==> config.mk <==
export PLATFORM = sky130hd
export DESIGN_NAME = fppic_cmd
export DESIGN_NICKNAME = d
export VERILOG_FILES = /design/src/fppic_pkg.sv /design/src/fppic_burst_if.sv /design/src/fppic_burst_addr.sv /design/src/fppic_cmd.sv
export SDC_FILE = /design/constraint.sdc
export NUM_CORES = 1
export LEC_CHECK = 0
export ABC_CLOCK_PERIOD_IN_PS = 4100
export BUFFER_PORTS_ARGS = -buffer_cell sky130_fd_sc_hd__buf_2
export CORE_ASPECT_RATIO = 1.25
export CORE_MARGIN = 2
export CORE_UTILIZATION = 50
export DETAILED_ROUTE_END_ITERATION = 6
export PLACE_DENSITY = 0.68
export SLEW_MARGIN = 5
export SYNTH_ARGS = -nofsm -noshare
export SYNTH_HDL_FRONTEND = slang
export SYNTH_SLANG_ARGS = --single-unit
export TNS_END_PERCENT = 100
==> constraint.sdc <==
create_clock -name clock_in -period 4.1 [get_ports clock_in]
set_input_delay 0.82 -clock clock_in [delete_from_list [all_inputs] [get_ports clock_in]]
set_output_delay 0.82 -clock clock_in [all_outputs]
set_load 0.01 [all_outputs]
==> src/fppic_pkg.sv <==
// Purpose: shared constants, state types for the flash power, parameter and id command block
// Assumes: 50 MHz block clock, serial link sampled by that clock
// Notes:   timing counts are derived here; the top module re-exposes them as parameters
`default_nettype none

package fppic_pkg;

	////////////////////////////////////////////////////////////////////////////////
	// timing
	localparam int CLK_PERIOD_NS         = 20;
	localparam int PD_ENTRY_DELAY_NS     = 3000;    // power_down_entry_delay
	localparam int PD_RELEASE_DELAY_NS   = 5000;    // power_down_release_delay
	localparam int NV_WRITE_TIME_NS      = 100000;  // self-timed non-volatile register write
	// longest times: round down; the two power-down counts never below one cycle
	localparam int PD_ENTRY_CYCLES       = (PD_ENTRY_DELAY_NS / CLK_PERIOD_NS > 0) ?
	                                       PD_ENTRY_DELAY_NS / CLK_PERIOD_NS : 1;
	localparam int PD_RELEASE_CYCLES     = (PD_RELEASE_DELAY_NS / CLK_PERIOD_NS > 0) ?
	                                       PD_RELEASE_DELAY_NS / CLK_PERIOD_NS : 1;
	localparam int NV_WRITE_CYCLES       = NV_WRITE_TIME_NS / CLK_PERIOD_NS;

	////////////////////////////////////////////////////////////////////////////////
	// command opcodes
	localparam logic [7:0] POWER_DOWN_ENTER_CMD            = 8'hB9;
	localparam logic [7:0] POWER_DOWN_RELEASE_CMD          = 8'hAB;  // also legacy_id_read_cmd
	localparam logic [7:0] WRITE_ENABLE_CMD                = 8'h06;
	localparam logic [7:0] WRITE_DISABLE_CMD               = 8'h04;
	localparam logic [7:0] PARAM_WRITE_NONVOLATILE_CMD     = 8'h65;
	localparam logic [7:0] PARAM_WRITE_VOLATILE_CMD        = 8'h63;
	localparam logic [7:0] PARAM_WRITE_VOLATILE_FREE_CMD   = 8'hC0;
	localparam logic [7:0] EXT_PARAM_WRITE_NONVOLATILE_CMD = 8'h85;
	localparam logic [7:0] EXT_PARAM_WRITE_VOLATILE_CMD    = 8'h83;
	localparam logic [7:0] PARAM_READBACK_CMD              = 8'h61;
	localparam logic [7:0] EXT_PARAM_READBACK_CMD          = 8'h81;
	localparam logic [7:0] ERROR_FLAG_CLEAR_CMD            = 8'h82;

	////////////////////////////////////////////////////////////////////////////////
	// bit counts on the link, counted in data bits
	localparam logic [5:0] BITS_OPCODE   = 6'h08;
	localparam logic [5:0] BITS_DATA     = 6'h10;
	localparam logic [5:0] BITS_ID_DUMMY = 6'h20;
	localparam logic [5:0] BITS_SAT      = 6'h28;
	localparam logic [5:0] STEP_SPI      = 6'h01;
	localparam logic [5:0] STEP_QPI      = 6'h04;

	////////////////////////////////////////////////////////////////////////////////
	// read_parameters fields
	localparam int RP_HOLD_RESET_BIT = 7;
	localparam int RP_DUMMY_HI       = 6;
	localparam int RP_DUMMY_LO       = 3;
	localparam int RP_WRAP_BIT       = 2;
	localparam int RP_BURST_HI       = 1;
	localparam int RP_BURST_LO       = 0;
	localparam logic [7:0] READ_PARAMETERS_RESET = 8'h00;

	// extended read register fields
	localparam int EXT_DS_HI         = 7;
	localparam int EXT_DS_LO         = 5;
	localparam int EXT_ERASE_ERR_BIT = 3;
	localparam int EXT_PROG_ERR_BIT  = 2;
	localparam int EXT_PROT_ERR_BIT  = 1;
	localparam int EXT_WIP_BIT       = 0;
	localparam logic [2:0] DRIVE_STRENGTH_RESET = 3'h7;

	////////////////////////////////////////////////////////////////////////////////
	// link lines and addressing
	localparam logic [3:0] SPI_OUT_ENABLE = 4'h2;  // single line: output on line 1
	localparam logic [3:0] QPI_OUT_ENABLE = 4'hF;
	localparam int         ADDR_W         = 26;
	localparam logic [6:0] WRAP_MIN_BYTES = 7'h08;

	typedef enum logic [1:0] {PD_NORMAL, PD_ENTER, PD_DOWN, PD_RELEASE} fppic_pd_e;

	typedef struct packed {
		logic [2:0] sck_sync;
		logic [2:0] cs_sync;
		logic [3:0] io_sync0;
		logic [3:0] io_sync1;
		fppic_pd_e  pd;
		logic [19:0] cnt;
		logic [19:0] nvcnt;
		logic        write_in_progress;
		logic        write_enable_latch;
		logic [7:0]  shift;
		logic [5:0]  in_cnt;
		logic [7:0]  opcode;
		logic [7:0]  data;
		logic        out_active;
		logic [7:0]  out_byte;
		logic [2:0]  out_idx;
		logic [3:0]  io_out;
		logic [3:0]  io_oe;
		logic [7:0]  rp_vol;
		logic [7:0]  rp_nv;
		logic [2:0]  ds_vol;
		logic [2:0]  ds_nv;
		logic [2:0]  err;        // {erase, program, protection}
		logic        pin_reset_mode;
		logic        down;       // registered copy of the powered-down state
	} fppic_cmd_s;

	typedef struct packed {
		logic [ADDR_W-1:0] addr;
	} fppic_addr_s;

endpackage

`default_nettype wire

==> src/fppic_burst_if.sv <==
// Purpose: carrier between the command block and its burst address generator
// Assumes: single clock domain
// Notes:   ctl side steers, gen side owns the address
`timescale 1ns/1ps
`default_nettype none

interface fppic_burst_if;
	import fppic_pkg::*;
	logic                  load;
	logic                  step;
	logic [ADDR_W-1:0]     start_addr;
	logic                  wrap_en;
	logic [1:0]            burst_size;
	logic [ADDR_W-1:0]     addr;
	modport gen (input load, step, start_addr, wrap_en, burst_size, output addr);
	modport ctl (output load, step, start_addr, wrap_en, burst_size, input addr);
endinterface

`default_nettype wire

==> src/fppic_burst_addr.sv <==
// Purpose: read address sequencer, linear or wrapped inside an aligned burst
// Assumes: load and step are single-cycle pulses from the same clock
// Notes:   load wins over step in the same cycle
`timescale 1ns/1ps
`default_nettype none

module fppic_burst_addr
	import fppic_pkg::*;
(
	input  wire logic  clock_in,
	input  wire logic  rst_in,
	fppic_burst_if.gen bus
);

	fppic_addr_s r;
	fppic_addr_s n;
	logic [6:0]        blk;
	logic [ADDR_W-1:0] mask;
	logic [ADDR_W-1:0] inc;

	////////////////////////////////////////////////////////////////////////////////
	// a wrapped burst is 8 << size bytes, always inside one 256-byte page
	always_comb
	begin
		n    = r;
		blk  = 7'((WRAP_MIN_BYTES << bus.burst_size) - 7'h01);
		mask = {{(ADDR_W-7){1'b0}}, blk};
		inc  = ADDR_W'(r.addr + 1'b1);
		if (bus.load)
			n.addr = bus.start_addr;
		else if (bus.step && bus.wrap_en)
			n.addr = (r.addr & ~mask) | (inc & mask);
		else if (bus.step)
			n.addr = inc;
	end

	always_ff @(posedge clock_in)
	begin
		if (rst_in)
			r <= '0;
		else
			r <= n;
	end

	assign bus.addr = r.addr;
endmodule // fppic_burst_addr

`default_nettype wire

==> src/fppic_cmd.sv <==
// Purpose: power-down, read parameter, extended register and legacy id commands of a serial flash
// Assumes: link pins sampled by the 50 MHz clock; array engine logic on the same clock
// Notes:   rules of behaviour below
//
// Notes on behaviour
// - power-down entry only after whole opcode, then cs rise
// - powered down: only release opcode recognised
// - normal operation resumes after release delay
// - release/id ignored while write in progress
// - wrap bits 2:0, dummy cycle count 6:3
// - bit 7 picks hold or reset function
// - non-volatile parameter write needs write enable latch
// - volatile write: one opcode needs latch, one not
// - wrap values 4..7 give 8..64 bytes
// - wrapped burst stays in aligned block
// - unwrapped reads count straight through array
// - wrap persists until cleared, power-down, reset
// - drive strength set volatile or non-volatile
// - parameter readback returns volatile copy
// - extended readback works during write
// - error flags sticky until clear opcode
// - id after three dummy bytes, repeated
// - power-down accepted in single and quad mode
// - write in progress while self-timed work runs
// - reset reloads volatile from non-volatile
`timescale 1ns/1ps
`default_nettype none

module fppic_cmd
	import fppic_pkg::*;
#(
	parameter int         PD_ENTRY_CYC        = PD_ENTRY_CYCLES,
	parameter int         PD_RELEASE_CYC      = PD_RELEASE_CYCLES,
	parameter int         NV_WRITE_CYC        = NV_WRITE_CYCLES,
	parameter logic [7:0] DEVICE_ID           = 8'h5A,  // arbitrary value
	parameter logic       DEDICATED_RESET_PIN = 1'b0
)
(
	input  wire logic              clock_in,
	input  wire logic              rst_in,
	input  wire logic              sck_in,
	input  wire logic              cs_n_in,
	input  wire logic [3:0]        io_in,
	output var  logic [3:0]        io_out,
	output var  logic [3:0]        io_oe_out,
	input  wire logic              qpi_mode_in,
	input  wire logic              op_busy_in,
	input  wire logic              protection_error_in,
	input  wire logic              program_error_in,
	input  wire logic              erase_error_in,
	input  wire logic              reset_req_in,
	input  wire logic              read_start_in,
	input  wire logic [ADDR_W-1:0] read_start_addr_in,
	input  wire logic              read_step_in,
	output var  logic [ADDR_W-1:0] read_addr_out,
	output var  logic              powered_down_out,
	output var  logic              write_enable_latch_out,
	output var  logic              write_in_progress_out,
	output var  logic              wrap_enable_out,
	output var  logic [1:0]        burst_size_out,
	output var  logic [3:0]        dummy_cycle_count_out,
	output var  logic              hold_reset_select_out,
	output var  logic              pin_reset_mode_out,
	output var  logic [2:0]        drive_strength_out,
	output var  logic [2:0]        error_flags_out
);

	fppic_cmd_s r;
	fppic_cmd_s n;
	logic       sck_rise;
	logic       sck_fall;
	logic       cs_rise;
	logic       cs_high;
	logic [5:0] step;
	logic [2:0] out_step;
	logic [7:0] ext_reg;

	fppic_burst_if burst ();

	////////////////////////////////////////////////////////////////////////////////
	// edges from the second and third sync stages only
	assign sck_rise = r.sck_sync[1] & ~r.sck_sync[2];
	assign sck_fall = ~r.sck_sync[1] & r.sck_sync[2];
	assign cs_rise  = r.cs_sync[1] & ~r.cs_sync[2];
	assign cs_high  = r.cs_sync[1];
	// quad mode moves four bits per clock, both for commands and answers
	assign step     = qpi_mode_in ? STEP_QPI : STEP_SPI;
	assign out_step = qpi_mode_in ? 3'h4 : 3'h1;

	// extended read register as software sees it
	always_comb
	begin
		ext_reg                    = 8'h00;
		ext_reg[EXT_DS_HI:EXT_DS_LO] = r.ds_vol;
		ext_reg[EXT_ERASE_ERR_BIT] = r.err[2];
		ext_reg[EXT_PROG_ERR_BIT]  = r.err[1];
		ext_reg[EXT_PROT_ERR_BIT]  = r.err[0];
		ext_reg[EXT_WIP_BIT]       = r.write_in_progress;
	end

	////////////////////////////////////////////////////////////////////////////////
	// next state
	always_comb
	begin
		n = r;
		n.sck_sync = {r.sck_sync[1:0], sck_in};
		n.cs_sync  = {r.cs_sync[1:0], cs_n_in};
		n.io_sync0 = io_in;
		n.io_sync1 = r.io_sync0;

		// self-timed non-volatile write keeps the busy flag up
		n.write_in_progress = op_busy_in | (r.nvcnt != 20'h0);
		if (r.nvcnt != 20'h0)
			n.nvcnt = r.nvcnt - 20'h1;

		// power-down sequencing; delays are cycle parameters
		case (r.pd)
			PD_ENTER:
			begin
				if (r.cnt == 20'h0)
				begin
					n.pd     = PD_DOWN;
					n.rp_vol = r.rp_nv;  // wrap setting ends with power-down
				end
				else
					n.cnt = r.cnt - 20'h1;
			end
			PD_RELEASE:
			begin
				// nothing is taken until the count ends
				if (r.cnt == 20'h0)
					n.pd = PD_NORMAL;
				else
					n.cnt = r.cnt - 20'h1;
			end
			default:
			begin
			end
		endcase

		// serial input on rising link clock, answers on falling
		if (cs_high)
		begin
			n.in_cnt     = 6'h00;
			n.out_active = 1'b0;
			n.io_oe      = 4'h0;
		end
		else if (sck_rise && r.in_cnt < BITS_SAT)
		begin
			if (qpi_mode_in)
				n.shift = {r.shift[3:0], r.io_sync1};
			else
				n.shift = {r.shift[6:0], r.io_sync1[0]};
			n.in_cnt = 6'(r.in_cnt + step);
			if (n.in_cnt == BITS_OPCODE)
			begin
				n.opcode = n.shift;
				// readbacks only in normal operation
				if (r.pd == PD_NORMAL && n.shift == PARAM_READBACK_CMD)
				begin
					n.out_active = 1'b1;
					n.out_byte   = r.rp_vol;  // volatile copy only
					n.out_idx    = 3'h7;
				end
				else if (r.pd == PD_NORMAL && n.shift == EXT_PARAM_READBACK_CMD)
				begin
					n.out_active = 1'b1;
					n.out_byte   = ext_reg;  // allowed while busy
					n.out_idx    = 3'h7;
				end
			end
			if (n.in_cnt == BITS_DATA)
				n.data = n.shift;
			// legacy id after three dummy bytes, not while busy
			if (n.in_cnt == BITS_ID_DUMMY && r.opcode == POWER_DOWN_RELEASE_CMD &&
			    r.pd == PD_NORMAL && !r.write_in_progress)
			begin
				n.out_active = 1'b1;
				n.out_byte   = DEVICE_ID;
				n.out_idx    = 3'h7;
			end
		end
		else if (sck_fall && r.out_active)
		begin
			// msb first; the index wraps so the byte repeats until cs rises
			if (qpi_mode_in)
			begin
				n.io_out = r.out_idx[2] ? r.out_byte[7:4] : r.out_byte[3:0];
				n.io_oe  = QPI_OUT_ENABLE;
			end
			else
			begin
				n.io_out = {2'b00, r.out_byte[r.out_idx], 1'b0};
				n.io_oe  = SPI_OUT_ENABLE;
			end
			n.out_idx = 3'(r.out_idx - out_step);
		end

		// commands act on the rising edge of chip select
		if (cs_rise && r.pd == PD_NORMAL)
		begin
			case (r.opcode)
				POWER_DOWN_ENTER_CMD:
				begin
					// only an exact opcode, in either line mode
					if (r.in_cnt == BITS_OPCODE)
					begin
						n.pd  = PD_ENTER;
						n.cnt = 20'(PD_ENTRY_CYC - 1);
					end
				end
				WRITE_ENABLE_CMD:
				begin
					if (r.in_cnt == BITS_OPCODE)
						n.write_enable_latch = 1'b1;
				end
				WRITE_DISABLE_CMD:
				begin
					if (r.in_cnt == BITS_OPCODE)
						n.write_enable_latch = 1'b0;
				end
				PARAM_WRITE_NONVOLATILE_CMD:
				begin
					// both copies, latch required, not over a running write
					if (r.in_cnt == BITS_DATA && r.write_enable_latch && !r.write_in_progress)
					begin
						n.rp_nv  = r.data;
						n.rp_vol = r.data;
						n.write_enable_latch    = 1'b0;
						n.nvcnt  = 20'(NV_WRITE_CYC);
					end
				end
				PARAM_WRITE_VOLATILE_CMD:
				begin
					if (r.in_cnt == BITS_DATA && r.write_enable_latch)
					begin
						n.rp_vol = r.data;
						n.write_enable_latch    = 1'b0;
					end
				end
				PARAM_WRITE_VOLATILE_FREE_CMD:
				begin
					// no latch needed and the latch is left alone
					if (r.in_cnt == BITS_DATA)
						n.rp_vol = r.data;
				end
				EXT_PARAM_WRITE_NONVOLATILE_CMD:
				begin
					if (r.in_cnt == BITS_DATA && r.write_enable_latch && !r.write_in_progress)
					begin
						n.ds_nv  = r.data[EXT_DS_HI:EXT_DS_LO];
						n.ds_vol = r.data[EXT_DS_HI:EXT_DS_LO];
						n.write_enable_latch    = 1'b0;
						n.nvcnt  = 20'(NV_WRITE_CYC);
					end
				end
				EXT_PARAM_WRITE_VOLATILE_CMD:
				begin
					if (r.in_cnt == BITS_DATA)
						n.ds_vol = r.data[EXT_DS_HI:EXT_DS_LO];
				end
				ERROR_FLAG_CLEAR_CMD:
				begin
					if (r.in_cnt == BITS_OPCODE)
						n.err = 3'h0;
				end
				default:
				begin
				end
			endcase
		end
		else if (cs_rise && r.pd == PD_DOWN)
		begin
			// everything but release is dropped; release is refused while the busy flag is up
			if (r.opcode == POWER_DOWN_RELEASE_CMD && r.in_cnt >= BITS_OPCODE &&
			    !r.write_in_progress)
			begin
				n.pd  = PD_RELEASE;
				n.cnt = 20'(PD_RELEASE_CYC - 1);  // host keeps cs high meanwhile
			end
		end

		// device reset reloads the working copies, including a write landing this cycle
		if (reset_req_in)
		begin
			n.rp_vol = n.rp_nv;
			n.ds_vol = n.ds_nv;
		end

		// a new error in the clearing cycle survives: set wins
		n.err = n.err | {erase_error_in, program_error_in, protection_error_in};

		// a separate reset pin ignores the select bit
		n.pin_reset_mode = ~DEDICATED_RESET_PIN & n.rp_vol[RP_HOLD_RESET_BIT];

		// the power-down output comes from its own flop, not from a state decode
		n.down = (n.pd == PD_DOWN);
	end

	////////////////////////////////////////////////////////////////////////////////
	// state register; non-volatile copies start from their delivered values
	always_ff @(posedge clock_in)
	begin
		if (rst_in)
		begin
			r        <= '0;
			r.cs_sync <= 3'h7;  // idle chip select is high: no false rise after reset
			r.rp_nv  <= READ_PARAMETERS_RESET;
			r.rp_vol <= READ_PARAMETERS_RESET;
			r.ds_nv  <= DRIVE_STRENGTH_RESET;
			r.ds_vol <= DRIVE_STRENGTH_RESET;
		end
		else
			r <= n;
	end

	////////////////////////////////////////////////////////////////////////////////
	// burst address generator steered by the wrap fields
	assign burst.load       = read_start_in;
	assign burst.step       = read_step_in;
	assign burst.start_addr = read_start_addr_in;
	assign burst.wrap_en    = r.rp_vol[RP_WRAP_BIT];
	assign burst.burst_size = r.rp_vol[RP_BURST_HI:RP_BURST_LO];

	fppic_burst_addr u_burst (
		.clock_in (clock_in),
		.rst_in   (rst_in),
		.bus      (burst.gen)
	);

	// outputs straight from flops
	assign io_out                 = r.io_out;
	assign io_oe_out              = r.io_oe;
	assign read_addr_out          = burst.addr;
	assign powered_down_out       = r.down;
	assign write_enable_latch_out = r.write_enable_latch;
	assign write_in_progress_out  = r.write_in_progress;
	assign wrap_enable_out        = r.rp_vol[RP_WRAP_BIT];
	assign burst_size_out         = r.rp_vol[RP_BURST_HI:RP_BURST_LO];
	assign dummy_cycle_count_out  = r.rp_vol[RP_DUMMY_HI:RP_DUMMY_LO];
	assign hold_reset_select_out  = r.rp_vol[RP_HOLD_RESET_BIT];
	assign pin_reset_mode_out     = r.pin_reset_mode;
	assign drive_strength_out     = r.ds_vol;
	assign error_flags_out        = r.err;
endmodule // fppic_cmd

`default_nettype wire

==> results.toml <==
[outcome]
run_status = "finished clean"

[worst_setup_path]
cp_slowest_cell = "nor4_1"
max_stage_delay_ns = 0.46
crit_arrival_ns = 3.59
crit_path_end_kind = "flip-flop"
crit_family = "compound AO/OA/AOI/OAI gates"
crit_path_start_kind = "input port"
crit_required_ns = 4.44
crit_fanout = 19
critPathKind = "in2reg"
crit_chain = "buf_2 -> inv_1 -> ha_1 -> ha_1 -> a21o_1 -> a32o_1 -> nor4_1 -> a32o_1 -> buf_4 -> nor3_1 -> a211oi_1"
cp_num_buf_inv = 3

[synthesis]
syn_inst = 895
ys_seq_elements = 157
seq_area_frac_synth_pct = 40.4
netlist_area_um2 = 7770
synth_flop_cell = "dfxtp_1"
syn_nets = 947
synth-async-reset-ratio_pct = 0
synth_edf_count = 0
ys_warn_count = 0
synth_cell_types = 69
avgSynthCellArea_um2 = 8.68

[final_layout]
final_cell_mix = "dfxtp_1 (157), nor2_1 (136), buf_2 (92)"
antenna_cells = 0
seq_area_um2 = 3140
fill_cells = 1388
fin_nets = 1004
layout-drive-gt1-share_pct = 17.7
multi_input_area_um2 = 4210
syn_to_final_growth_pct = 13.2
final_common_cell = "dfxtp_1"
stdcell_count = 1172
utilization_pct = 58.4

[power]
combPwrFrac_pct = 14.7
peakVddDrop_v = 0.000257
p_leak_nw = 3.40
pwr-share-clk_pct = 41.2
power_density_nw_per_um2 = 436
pwr-share-seq_pct = 44.1
power_switching_mw = 1.01
intPower_mw = 2.83
p_sw_share_pct = 26.3

[placement]
hpwl_um = 12800
gp_congestion = 0.882
io_buffers = 93
dpl_worst_slack_ns = 0.488
dp_cells = 1141

[die]
num_rows = 50
die_w_um = 116
die_h_um = 143
num_io_pins = 94
coreArea_um2 = 15100
start_util_pct = 51.5
die_area_um2 = 16600

[drt]
dr.pass1.iters = 5
detail-route-antenna-nets = 0
viasPerCell = 5.46
wire_per_inst_um = 15.3
drcViolationCount = 0
wirelength_um = 18000
vias = 6403
drt_iter0_markers = 380

[timing]
tightestPinTransition_ns = 0.836
fmax_ghz = 0.308
worst_slack_ns = 0.849
finClkSkew_ns = 0.00639
drv_slew = 0
slew_headroom_pct = 43.9
rsz0062_at_grt = "false"
finalCritPeriodShare_pct = 79.3
period_needed_ns = 3.25
setup_tns_ns = 0
hold_viol = 0
setup_viol = 0

[clocking]
cts.sinks = 157
clock_latency_ns = 0.43
cts_setup_buffers = 0
clk_path_buf_depth = 2
holdBufCountCts = 0
h-tree-depth = 4
root_buffer = "clkbuf_16"
clk_pin_slew_ns = 0.06
cts_resized = 0
cts_tree = "built"
cts_buffers = 17

[global_routing]
grtUsageTotal_pct = 23.0
grt_first_pass_wirelength_um = 30200
grt_pass1_vias = 6288
antenna_found_initial = 0
grt_max_degree = 70
grt_overflow_total = 0

[min_path]
hp-class = "reg2reg"

[run]
max-cap-violations = 0
[layout make-up]
class / instances / share of cell area (%)
clock buffer: 20 / 5.08
clock inverter: 11 / 1.61
multi-input combinational: 654 / 47.8
inverter: 23 / 0.981
sequential: 157 / 35.7
timing repair buffer: 99 / 5.83
tap: 208 / 2.96
[sequential cells by signal (all words and copies together), names as in the netlist, named ones only]
signal and count:
u_burst.bus.addr 22, dummy_cycle_count_out 4, powered_down_out 1, cs_high 1
hold_reset_select_out 1, write_in_progress_out 1, r 100, burst_size_out 2
drive_strength_out 3, wrap_enable_out 1, io_oe_out 2, write_enable_latch_out 1
io_out 4, n 7, error_flags_out 3
[routing by layer]
layer | GRT usage (%) | share of wire (%) | up-vias
met2 | 38.7 | 48 | 164
li1 | - | - | 3235
met5 | 0 | 0 | -
met1 | 28.3 | 45 | 2975
met4 | 8.12 | 2.0 | 0
met3 | 6.03 | 5.0 | 29
[cell families after synthesis]
kind of cell               share of synthesized area [%]
and+or+nand+nor                                     24.9
DFF                                                 40.4
AOI/OAI and AO/OA                                   12.4
buffers and inverters                               5.47
xor gates and xnor gates                            7.33
muxes                                               7.84
adders and majority gates                           1.61
[power groups by stage]
stage          clock (mW)  sequential [mW]  combinational (mW)
3_3_place_gp            0             1.72               0.555
3_5_place_dp            0             1.73               0.564
6_report             1.58             1.69               0.563
5_1_grt              1.68             1.71               0.649
4_1_cts              1.61             1.69               0.569
2_1_floorplan           0             1.72               0.444
[cell usage after synthesis, drive strengths merged (10+ instances only)]
master    n  area [µm²]
mux2i    44         440
xnor2    27         236
or2      12        75.1
nor2b    23         144
buf      32         230
clkbuf   29         109
ha       10         125
a21oi    54         270
a211oi   11        82.6
inv      22        82.6
nand3    30         150
nor3     30         150
nand2    52         195
nand4    13        81.3
o21ai    19        95.1
nor2    138         523
mux2     15         169
dfxtp   157        3140
nor4     14         115
xor2     38         333
[path summary, 6_finish.rpt]
| kind | end | slack (ns) | startpoint | cells after the start |
|---|---|---|---|---|
| setup / recovery | r[36] | 0.85 | qpi_mode_in | 11 |
| hold / removal | cs_high | 0.41 | n[130] | 1 |
| setup reg to reg | r[118] | 1.32 | cs_high | 7 |
| hold reg to reg | cs_high | 0.41 | n[130] | 1 |
[per-stage QoR]
stage	total power [mW]	hold WS (ns)	area [µm²]
finish	3.84	0.409	8800
global route	4.04	0.432	8800
CTS	3.88	0.413	8800
detailed placement	2.29	0.397	8210
global placement	2.28	0.398	8210
floorplan	2.16	0.389	7770
Power figures use the tool's default switching activity.
